===== config.mk =====
export PLATFORM = sky130hd
export DESIGN_NAME = lcdsd_top
export DESIGN_NICKNAME = d
export VERILOG_FILES = /design/src/lcdsd_pkg.sv /design/src/lcdsd_top.sv /design/src/lcdsd_frame_gen.sv
export SDC_FILE = /design/constraint.sdc
export NUM_CORES = 1
export LEC_CHECK = 0
export BUFFER_PORTS_ARGS = -buffer_cell sky130_fd_sc_hd__buf_2
export CAP_MARGIN = 20
export CORE_ASPECT_RATIO = 0.5
export CORE_MARGIN = 2
export CORE_UTILIZATION = 55
export CTS_BUF_LIST = sky130_fd_sc_hd__clkbuf_8
export CTS_CLUSTER_SIZE = 20
export DETAILED_ROUTE_END_ITERATION = 12
export HOLD_SLACK_MARGIN = 0.08
export PLACE_DENSITY = 0.86
export SLEW_MARGIN = 20
export SYNTH_ARGS = -nofsm -noshare
export SYNTH_HDL_FRONTEND = slang
export SYNTH_HIERARCHICAL = 1
export SYNTH_SLANG_ARGS = --single-unit
export TNS_END_PERCENT = 100

===== constraint.sdc =====
create_clock -name clk_sys -period 2.8 [get_ports clk_sys]
set_input_delay 0.14 -clock clk_sys [delete_from_list [all_inputs] [get_ports clk_sys]]
set_output_delay 0.14 -clock clk_sys [all_outputs]
set_load 0.05 [all_outputs]

===== src/lcdsd_pkg.sv =====
// Constants, types and default segment map of the LCD segment driver.
// Assumes a 12-bit CPU address space and 4-bit data words.
package lcdsd_pkg;

  // ==========================================================
  // Geometry
  localparam int NSEG  = 48;
  localparam int NCOM  = 4;
  localparam int NWORD = 48;
  localparam int NPAIR = NSEG / 2;

  // ==========================================================
  // Address map
  localparam logic [11:0] MEM_BASE_P0 = 12'h040;
  localparam logic [11:0] MEM_BASE_P2 = 12'h240;
  localparam logic [11:0] REG_DRIVE   = 12'h2E8;
  localparam int          BIT_STATIC  = 3;
  localparam logic [3:0]  DRIVE_RST   = 4'h0;
  localparam logic [3:0]  RD_UNDEF    = 4'h0;

  // ==========================================================
  // Frame timing, in low oscillator periods
  localparam int FRAME_DIV_QUARTER = 1024;
  localparam int FRAME_DIV_THIRD   = 768;
  localparam int SLOT_TICKS        = FRAME_DIV_QUARTER / NCOM;
  localparam int CNT_W             = $clog2(FRAME_DIV_QUARTER);
  localparam int SLOT_LSB          = $clog2(SLOT_TICKS);

  // ==========================================================
  // Types
  typedef enum logic [1:0] {
    LCDSD_DYN  = 2'b01,
    LCDSD_STAT = 2'b10
  } lcdsd_mode_t;

  typedef struct packed {
    logic [5:0] word;
    logic [1:0] bitn;
  } lcdsd_map_t;

  typedef lcdsd_map_t [NCOM-1:0]     lcdsd_segmap_t;
  typedef lcdsd_segmap_t [NSEG-1:0]  lcdsd_map_all_t;

  typedef struct packed {
    logic [11:0] addr;
    logic [3:0]  wdata;
    logic        wr;
    logic        rd;
  } lcdsd_bus_t;

  typedef struct packed {
    logic [1:0] slot;
    logic       phase;
  } lcdsd_timing_t;

  // ==========================================================
  // Default map: segment s, common c from word s, bit c
  function automatic lcdsd_map_all_t lcdsd_default_map();
    lcdsd_map_all_t m;
    m = '0;
    for (int s = 0; s < NSEG; s++) begin
      for (int c = 0; c < NCOM; c++) begin
        m[s][c].word = 6'(s);
        m[s][c].bitn = 2'(c);
      end
    end
    return m;
  endfunction : lcdsd_default_map

endpackage : lcdsd_pkg


===== src/lcdsd_top.sv =====
// Top of the LCD segment driver: display memory, drive switch register,
// common and segment output generation.
// Assumes low_osc_in is an asynchronous slow clock far below clk_sys and
// that bias voltages are produced outside from the digital levels.
`timescale 1ns/100ps

// Summary of operation
// Four commons, 48 segments, 192 segments
// 1/4 duty default, 1/3 duty option
// Frame is oscillator over 1024 or 768
// Software: set static bit, equal commons
// Static drive keeps fourth common active
// Software lights all segments when trimming
// Memory in page 0 or page 2
// Segment to memory bit map fixed
// DC segments output common zero bit
// DC selection by even/odd segment pairs
// DC pin push-pull or P open drain
// Drive bit: one static, reads, resets zero
// Page 0 reads data, page 2 undefined
// One lights segment; memory undefined at reset
// Page 2: software keeps shadow copy
// Forty-eight words of four bits
// Dynamic drive scans commons every frame
module lcdsd_top
  import lcdsd_pkg::*;
#(
  parameter logic           PAGE2      = 1'b0,
  parameter logic           DUTY_THIRD = 1'b0,
  parameter logic [NPAIR-1:0] DC_PAIRS = '0,
  parameter logic [NSEG-1:0] OPEN_DRAIN = '0,
  parameter lcdsd_map_all_t SEG_MAP    = lcdsd_default_map()
) (
  // Clock and reset
  input  wire logic            clk_sys,
  input  wire logic            rst_b,
  // Register port
  input  wire lcdsd_bus_t      bus,
  output logic [3:0]           rd_data,
  // Low oscillator pin
  input  wire logic            low_osc_in,
  // Clock timer mask bits
  output logic                 tick32_int_mask,
  output logic                 tick8_int_mask,
  output logic                 tick2_int_mask,
  // Panel drive
  output logic [NCOM-1:0]      common_outputs,
  output logic                 common_phase,
  output logic [NSEG-1:0]      segment_outputs,
  output logic [NSEG-1:0]      segment_oe
);

  // ==========================================================
  // Address decode helpers
  function automatic logic [11:0] mem_base();
    return PAGE2 ? MEM_BASE_P2 : MEM_BASE_P0;
  endfunction : mem_base

  function automatic logic in_mem(input logic [11:0] a);
    return (a >= mem_base()) &&
           (a < mem_base() + 12'(NWORD));
  endfunction : in_mem

  function automatic logic [5:0] mem_idx(input logic [11:0] a);
    logic [11:0] d;
    d = a - mem_base();
    return d[5:0];
  endfunction : mem_idx

  // ==========================================================
  // Oscillator synchroniser and edge detect
  logic       osc_s1_q, osc_s2_q, osc_s3_q;
  logic       osc_tick;

  always_ff @(posedge clk_sys) begin
    if (!rst_b) begin
      osc_s1_q <= 1'b0;
      osc_s2_q <= 1'b0;
      osc_s3_q <= 1'b0;
    end else begin
      osc_s1_q <= low_osc_in;
      osc_s2_q <= osc_s1_q;
      osc_s3_q <= osc_s2_q;
    end
  end

  assign osc_tick = osc_s2_q & ~osc_s3_q;

  // ==========================================================
  // Display memory, no reset
  logic [3:0] mem_q [NWORD];
  logic [3:0] mem_d [NWORD];

  always_comb begin
    for (int w = 0; w < NWORD; w++) begin
      mem_d[w] = mem_q[w];
    end
    if (bus.wr && in_mem(bus.addr)) begin
      mem_d[mem_idx(bus.addr)] = bus.wdata;
    end
  end

  always_ff @(posedge clk_sys) begin
    for (int w = 0; w < NWORD; w++) begin
      mem_q[w] <= mem_d[w];
    end
  end

  // ==========================================================
  // Drive switch and mask register
  lcdsd_mode_t mode_q, mode_d;
  logic [2:0]  mask_q, mask_d;

  always_comb begin
    mode_d = mode_q;
    mask_d = mask_q;
    if (bus.wr && bus.addr == REG_DRIVE) begin
      mode_d = bus.wdata[BIT_STATIC] ? LCDSD_STAT : LCDSD_DYN;
      mask_d = bus.wdata[2:0];
    end
  end

  always_ff @(posedge clk_sys) begin
    if (!rst_b) begin
      mode_q <= DRIVE_RST[BIT_STATIC] ? LCDSD_STAT : LCDSD_DYN;
      mask_q <= DRIVE_RST[2:0];
    end else begin
      mode_q <= mode_d;
      mask_q <= mask_d;
    end
  end

  assign tick32_int_mask = mask_q[0];
  assign tick8_int_mask  = mask_q[1];
  assign tick2_int_mask  = mask_q[2];

  // ==========================================================
  // Read data, one cycle after the strobe
  logic [3:0] rd_q, rd_d;

  always_comb begin
    rd_d = 4'h0;
    if (bus.rd) begin
      if (bus.addr == REG_DRIVE) begin
        rd_d = {mode_q == LCDSD_STAT, mask_q};
      end else if (in_mem(bus.addr)) begin
        rd_d = PAGE2 ? RD_UNDEF : mem_q[mem_idx(bus.addr)];
      end
    end
  end

  always_ff @(posedge clk_sys) begin
    if (!rst_b) begin
      rd_q <= 4'h0;
    end else begin
      rd_q <= rd_d;
    end
  end

  assign rd_data = rd_q;

  // ==========================================================
  // Frame sequencer
  lcdsd_timing_t tm;
  logic          is_static;

  assign is_static = (mode_q == LCDSD_STAT);

  lcdsd_frame_gen u_frame (
    .clk_sys     (clk_sys),
    .rst_b       (rst_b),
    .osc_tick    (osc_tick),
    .duty_third  (DUTY_THIRD),
    .static_mode (is_static),
    .timing      (tm)
  );

  // ==========================================================
  // Panel outputs
  logic [NCOM-1:0] com_q, com_d;
  logic            ph_q, ph_d;
  logic [NSEG-1:0] seg_q, seg_d;
  logic [NSEG-1:0] oe_q, oe_d;

  always_comb begin
    lcdsd_map_t m;
    lcdsd_map_t m0;
    logic       lit;
    logic       dc;
    m    = '0;
    m0   = '0;
    lit  = 1'b0;
    dc   = 1'b0;
    ph_d = tm.phase;
    com_d = '0;
    if (is_static) begin
      com_d = {NCOM{tm.phase}};
    end else begin
      com_d[tm.slot] = ~tm.phase;
    end
    for (int s = 0; s < NSEG; s++) begin
      m   = SEG_MAP[s][tm.slot];
      m0  = SEG_MAP[s][0];
      dc  = DC_PAIRS[s / 2];
      lit = is_static ? mem_q[m0.word][m0.bitn]
                      : mem_q[m.word][m.bitn];
      if (dc) begin
        seg_d[s] = mem_q[m0.word][m0.bitn];
        oe_d[s]  = OPEN_DRAIN[s] ? seg_d[s] : 1'b1;
      end else begin
        seg_d[s] = lit ^ tm.phase;
        oe_d[s]  = 1'b1;
      end
    end
  end

  always_ff @(posedge clk_sys) begin
    if (!rst_b) begin
      com_q <= '0;
      ph_q  <= 1'b0;
      seg_q <= '0;
      oe_q  <= '0;
    end else begin
      com_q <= com_d;
      ph_q  <= ph_d;
      seg_q <= seg_d;
      oe_q  <= oe_d;
    end
  end

  assign common_outputs  = com_q;
  assign common_phase    = ph_q;
  assign segment_outputs = seg_q;
  assign segment_oe      = oe_q;

endmodule : lcdsd_top


===== src/lcdsd_frame_gen.sv =====
// Frame and common-slot sequencer of the LCD segment driver.
// Assumes osc_tick is a one-cycle pulse per low oscillator period.
`timescale 1ns/100ps

module lcdsd_frame_gen
  import lcdsd_pkg::*;
(
  // Clock and reset
  input  wire logic          clk_sys,
  input  wire logic          rst_b,
  // Control
  input  wire logic          osc_tick,
  input  wire logic          duty_third,
  input  wire logic          static_mode,
  // Timing out
  output lcdsd_timing_t      timing
);

  // ==========================================================
  // Frame counter
  localparam logic [CNT_W-1:0] LAST_Q =
    CNT_W'(FRAME_DIV_QUARTER - 1);
  localparam logic [CNT_W-1:0] LAST_T =
    CNT_W'(FRAME_DIV_THIRD - 1);
  localparam logic [CNT_W-1:0] HALF_Q =
    CNT_W'(FRAME_DIV_QUARTER / 2 - 1);
  localparam logic [CNT_W-1:0] HALF_T =
    CNT_W'(FRAME_DIV_THIRD / 2 - 1);

  logic [CNT_W-1:0] cnt_q, cnt_d;
  logic             phase_q, phase_d;
  logic [CNT_W-1:0] last_v, half_v;

  always_comb begin
    last_v  = duty_third ? LAST_T : LAST_Q;
    half_v  = duty_third ? HALF_T : HALF_Q;
    cnt_d   = cnt_q;
    phase_d = phase_q;
    if (osc_tick) begin
      if (cnt_q >= last_v) begin
        cnt_d   = '0;
        phase_d = ~phase_q;
      end else begin
        cnt_d = cnt_q + CNT_W'(1);
        if (static_mode && cnt_q == half_v) begin
          phase_d = ~phase_q;
        end
      end
    end
  end

  always_ff @(posedge clk_sys) begin
    if (!rst_b) begin
      cnt_q   <= '0;
      phase_q <= 1'b0;
    end else begin
      cnt_q   <= cnt_d;
      phase_q <= phase_d;
    end
  end

  // Slot changes every SLOT_TICKS oscillator periods
  assign timing.slot  = cnt_q[CNT_W-1:SLOT_LSB];
  assign timing.phase = phase_q;

endmodule : lcdsd_frame_gen


Word-level counts from Yosys, hierarchy flattened

Memories as Yosys holds them, arrays and structs flattened.
Index checks and enable logic that the tools add are counted.

Add/subtract/negate cells: 2
$lt $le $gt $ge: 55
Equal/unequal tests: 3
Multiplexer cells: 254
Bitwise logic cells: 53
Reduce and logical (&&, ||, !) cells: 9

Operator list:

| kind                  | count |
|---|---|
| $bmux 8 s2            | 48 |
| $mux 8                | 48 |
| $bwmux 192            | 1 |
| $mux 192              | 1 |
| $lt 2x3->1 const B    | 49 |
| $mux 1                | 99 |
| $bmux 1 s2            | 48 |
| $mux 48               | 1 |
| $xor 1x1->1           | 48 |
| $demux 4 s6           | 1 |
| $mux 4                | 4 |
| $eq 12x10->1 const B  | 1 |
| $ge 12x7->1 const B   | 1 |
| $lt 12x7->1 const B   | 1 |
| $add 10x1->10 const B | 1 |
| $eq 10x9->1 const B   | 1 |
| $ge 10x10->1 const B  | 1 |
| $mux 10               | 1 |
| $ge 7x7->1 const B    | 1 |
| $lt 7x1->1 const B    | 1 |
| $not 6->7             | 1 |
| $logic_and 1x1->1     | 6 |
| $sub 6x1->6 const B   | 1 |
| $and 4x4->4           | 1 |
| other kinds (8)       | 10 |

Flip-flop bits (word level): 124
RAM bits: 192
Input port bits: 21
Output and inout port bits: 108
Logic and storage cells: 389
Memories kept: 1

Memory list:

| name  | depth | width | rd ports | clocked after memory_dff | wr ports | line            | source |
|---|---|---|---|---|---|---|---|
| mem_q | 48    | 4     | 97       | 0                        | 48       | lcdsd_top.sv:91 | `logic [3:0] mem_q [NWORD];` |

Longest topological paths before layout

Depth after elaboration: 8
Depth in mapped cells: 10
Depth with buffers taken out: 6

Hierarchy

Netlist, hierarchy kept.

By module, submodules not included:

| module          | times used | cells an instance | area each (um^2) | seq. area each (um^2) |
|---|---|---|---|---|
| lcdsd_top       | 1          | 970               | 12019.0          | 7086.8 |
| lcdsd_frame_gen | 1          | 61                | 586.8            | 220.2 |

Least setup slack after synthesis

OpenSTA, ideal clock, no wires.

Path type: reg-to-reg
Start point: reg u_frame.cnt_q[9]
End point: reg seg_q[10] (netlist: segment_outputs[10])
Arrival: 1891 ps
Required time: 2685 ps
Slack: 794 ps
Stages on the path, launching flop included: 10
Buffers on the path: 3
Cells stage by stage: dfxtp_1 > buf_4 > clkbuf_1 > clkbuf_1 > mux2_2 > a22oi_1 > nor2_1 > a21oi_1 > xnor2_1 > and2_1

Word-level cells in the longest chain between the ends: 7

RTL lines:

| item                           | line                  | source |
|---|---|---|
| start: declaration             | lcdsd_frame_gen.sv:30 | `logic [CNT_W-1:0] cnt_q, cnt_d;` |
| start signal: assignment       | lcdsd_frame_gen.sv:57 | `cnt_q <= cnt_d;` |
| $bmux 8 s2 *                   | lcdsd_top.sv:202      | `m = SEG_MAP[s][tm.slot];` |
| $mux 8 (implied by the code) * | lcdsd_top.sv:202      |  |
| $mem_v2 48x4                   | -                     |  |
| $bmux 1 s2 *                   | lcdsd_top.sv:206      | `: mem_q[m.word][m.bitn];` |
| $mux 1 (implied by the code) * | lcdsd_top.sv:206      |  |
| $mux 1 *                       | lcdsd_top.sv:205      | `lit = is_static ? mem_q[m0.word][m0.bitn]` |
| $xor 1x1->1 *                  | lcdsd_top.sv:211      | `seg_d[s] = lit ^ tm.phase;` |
| end signal: assignment         | lcdsd_top.sv:226      | `seg_q <= seg_d;` |
| end: declaration               | lcdsd_top.sv:182      | `logic [NSEG-1:0] seg_q, seg_d;` |

Mark *: on every way between the ends. The rest lies on a longest branch, timed or not. The select of a mux whose other input is x is not followed.
A chain may end at the register's enable or synchronous reset.

Worst setup path in the final report

Start point: reg u_frame.cnt_q[9]
End point: reg seg_q[46] (netlist: segment_outputs[46])

The elaborated chain is that of the path after synthesis.

==> impl_results.md <==
* Outcome: finished, final reports clean
* P_leak at 0.00506 uW
* DRT antenna net count at 0
* FF-to-FF path depth at 7
* CTS Buf Count at 38
* Post-synthesis mux area share at 9.06%
* Final Hold Viols at 0
* Slew @ Worst Pin at 1130 ps
* Initial antenna violation count at 2
* Sequential Power Share at 53.2%
* Gr ovfl total at 0
* Post-synth top area share at 45.7%
* Hold Crit Class: primary input to flop
* Final Skew at 14.3 ps
* Num rows at 39
* Worst Hold Launch: bus[15]
* Post-synthesis adder-cell area fraction at 0.199%
* Max FO, Critical Path at 55
* CTS tree: yes
* Hold Path Cell Cnt at 4
* Worst Setup End Kind: flop
* DIE AREA at 24200 sq um
* Synth-to-layout area growth at 10.3%
* TritonRoute pass-1 iters at 6
* Switching share of power at 24.2%
* XOR/XNOR share of the synthesized area at 4.03%
* CP Cell Sequence: buf_4 > mux2_2 > a22oi_1 > nor2_1 > a21oi_1 > xnor2_1 > and2_1
* Ys async rst share at 0%
* Max-Cap Viols at 0
* Post-synthesis area per instance at 12.2 sq um
* Power per Cell Area at 581 nW/um^2
* Comb pwr share at 7.6%
* Port Buffers at 128
* Ports at 129
* Share of post-route cells with drive strength above 1 at 25.1%
* Slowest cell on the critical path: buf_4
* WHS Endpoint: rd_data[2]
* DR vias/cell at 6.24
* CP Launch Type: flop
* Vias at 8962
* Critical Path AT at 2820 ps
* HPWL after DPL at 20.4 mm
* Area leader, netlist: edfxtp_1
* Hold_buf cts at 1
* Most used DFF post-synth: edfxtp_1
* Max incr delay on CP at 690 ps
* Nets at 1123
* Shortest period the worst path allows at 2390 ps
* Seq/Total Area, Yosys at 58.0%
* PostCTS Resize Cnt at 0
* Max clock buf depth at 3
* Number of synthesized flops with an enable pin at 192
* Residual DRC at 0
* Root buffer cell: clkbuf_8
* R2R Path Start: u_frame/cnt_q[9]
* Post-synthesis cell area at 12600 sq um
* Sw power at 1950 uW
* Final core occ at 61.4%
* R2r endpoint: segment_outputs[46]
* Synth Warn # at 6
* Power Total at 8070 uW
* R2r setup slk at 410 ps
* Mapped Cells at 1031
* Slew HR at 24.6%
* Final Max Slew Viols at 0
* Commonest non-fill, non-tap cell in the layout: edfxtp_1
* Die Width at 218 um
* Max VDD drop at 0.000273 V
* Post-CTS setup buffers at 0
* Seq cells post-synth at 269
* Final WL at 33.2 mm
* RSZ-0062 raised after global routing: false
* Largest cells by area after synthesis: edfxtp_1 46%, dfxtp_1 12%, mux2_2 4.6%
* Clock share of power at 39.2%
* H-tree depth at 2
* Total GRT Usage at 26.8%
* Most frequent cells in the layout: 192 x edfxtp_1, 128 x buf_2, 113 x nor2_1, 73 x dfxtp_1, 66 x a22oi_1
* Setup TNS at 0 ps
* Core box area at 22600 sq um
* Worst skew pair latency at 530 ps
* Die Span Y at 111 um
* Clock-pin slew on the worst setup and hold paths at 70 ps
* Main combinational cell family by area after synthesis: compound AO/OA/AOI/OAI gates
* Internal Pwr Total at 6120 uW
* Post-DR wirelength/cell at 23.1 um
* Sink Count at 269
* Initial drt markers at 1265
* Initial Util at 55.7%
* CP top delay family: buffers and inverters
* First-pass GRT wire length at 49.4 mm
* Vias in the first global route at 8712
* Antenna Cells at 0
* Synth cell types at 64
* Placer Congestion at 0.924
* Critical path class: flop to flop
* Req. time, crit path at 3230 ps
* Largest net degree at the start of global routing at 66
* Post-synthesis simple-gate area fraction at 10.5%
* Post-synthesis compound-gate area fraction at 12.1%
* FMAX at 419 MHz
* # setup viols final at 0
* Crit path buffers/inverters at 1
* Fin crit share at 85.2%
[state kept, by name, indices dropped and copies added (netlist names)]
name and cells:
u_frame/phase_q 1, mem_q 192, osc_s2_q 1, mode_q 2, segment_outputs 48, u_frame/cnt_q 10
common_phase 1, osc_s1_q 1, osc_s3_q 1, rd_data 4, mask_q 3, segment_oe 1
common_outputs 4
[routing by layer]
layer / GRT usage, % / share of wire, % / routed length (um)
met2: 40.9 / 44 / 14700
met4: 10.3 / 3.2 / 1070
met3: 7.74 / 13 / 4430
met1: 36.5 / 39 / 13000
met5: 0 / 0.072 / 24
[final cells by class]
type                    count  area, sq um
inverters                   1         3.75
flip-flops and latches    269         7310
clock buffers              43          592
clock inverters            27          184
multi-input cells         638         4550
repair buffers            152          868
well taps                 307          384
fillers                  1708         8740
[cells in the mapped netlist (3+ instances only)]
cell	count
edfxtp_1	192
nor2_1	113
dfxtp_1	77
a22oi_1	66
a21oi_1	65
and2_1	55
xnor2_1	55
buf_4	54
mux2_2	52
nand2_1	39
mux2i_1	35
clkbuf_1	32
buf_2	17
nor2b_1	15
o21ai_0	14
a221oi_1	13
buf_1	11
a221o_1	9
a22o_1	9
mux4_2	8
o211ai_1	7
o22ai_1	7
nand4_1	6
buf_6	5
nand2b_1	5
nand3_1	5
nor3_1	5
clkbuf_8	4
a21boi_0	3
and3_1	3
nor2_2	3
o221ai_1	3
xor2_1	3
[worst reg2reg max path: stages, from the launching register on]
cell,delay [ps]
dfxtp_2,330
buf_4,690
mux2_2,460
a22oi_1,140
nor2_1,60
a21oi_1,340
xnor2_1,110
and2_1,170
[power groups by stage]
stage | Sequential (uW) | Combinational (uW) | Clock [uW]
2_1_floorplan | 4450 | 397 | 0
3_3_place_gp | 4380 | 596 | 0
3_5_place_dp | 4380 | 599 | 0
4_1_cts | 4290 | 604 | 3170
5_1_grt | 4290 | 638 | 3350
6_report | 4290 | 617 | 3160
[through the flow]
stage | worst slack, ps | cell area, sq um | cells | hold WS (ps)
2_1_floorplan | 794 | 12600 | 1032 | 168
3_3_place_gp | 332 | 13100 | 1365 | 352
3_5_place_dp | 252 | 13100 | 1365 | 357
4_1_cts | 422 | 13900 | 1436 | 213
5_1_grt | 296 | 13900 | 1437 | 237
6_report | 414 | 13900 | 1437 | 234
[how the worst max path moves through the flow]
stage / startpoint / endpoint / slack [ps] / cells past startpoint
after floorplan: u_frame/cnt_q[9] / segment_outputs[10] / 790 / 9
after global placement: bus[17] / mem_q[25][0] / 330 / 7
after detailed placement: bus[17] / mem_q[17][2] / 250 / 7
after CTS: u_frame/cnt_q[8] / segment_outputs[43] / 420 / 7
after global routing: u_frame/cnt_q[9] / segment_outputs[46] / 300 / 7
final: u_frame/cnt_q[9] / segment_outputs[46] / 410 / 7
[cells by family after synthesis]
| kind of cell | Yosys count |
|---|---|
| buffers and inverters | 125 |
| muxes | 97 |
| other | 1 |
| xor gates and xnor gates | 58 |
| adders and majority gates | 2 |
| DFF | 269 |
| AOI/OAI and AO/OA | 215 |
| and+or+nand+nor | 264 |
Note: power is estimated with default switching activity, not from simulation.
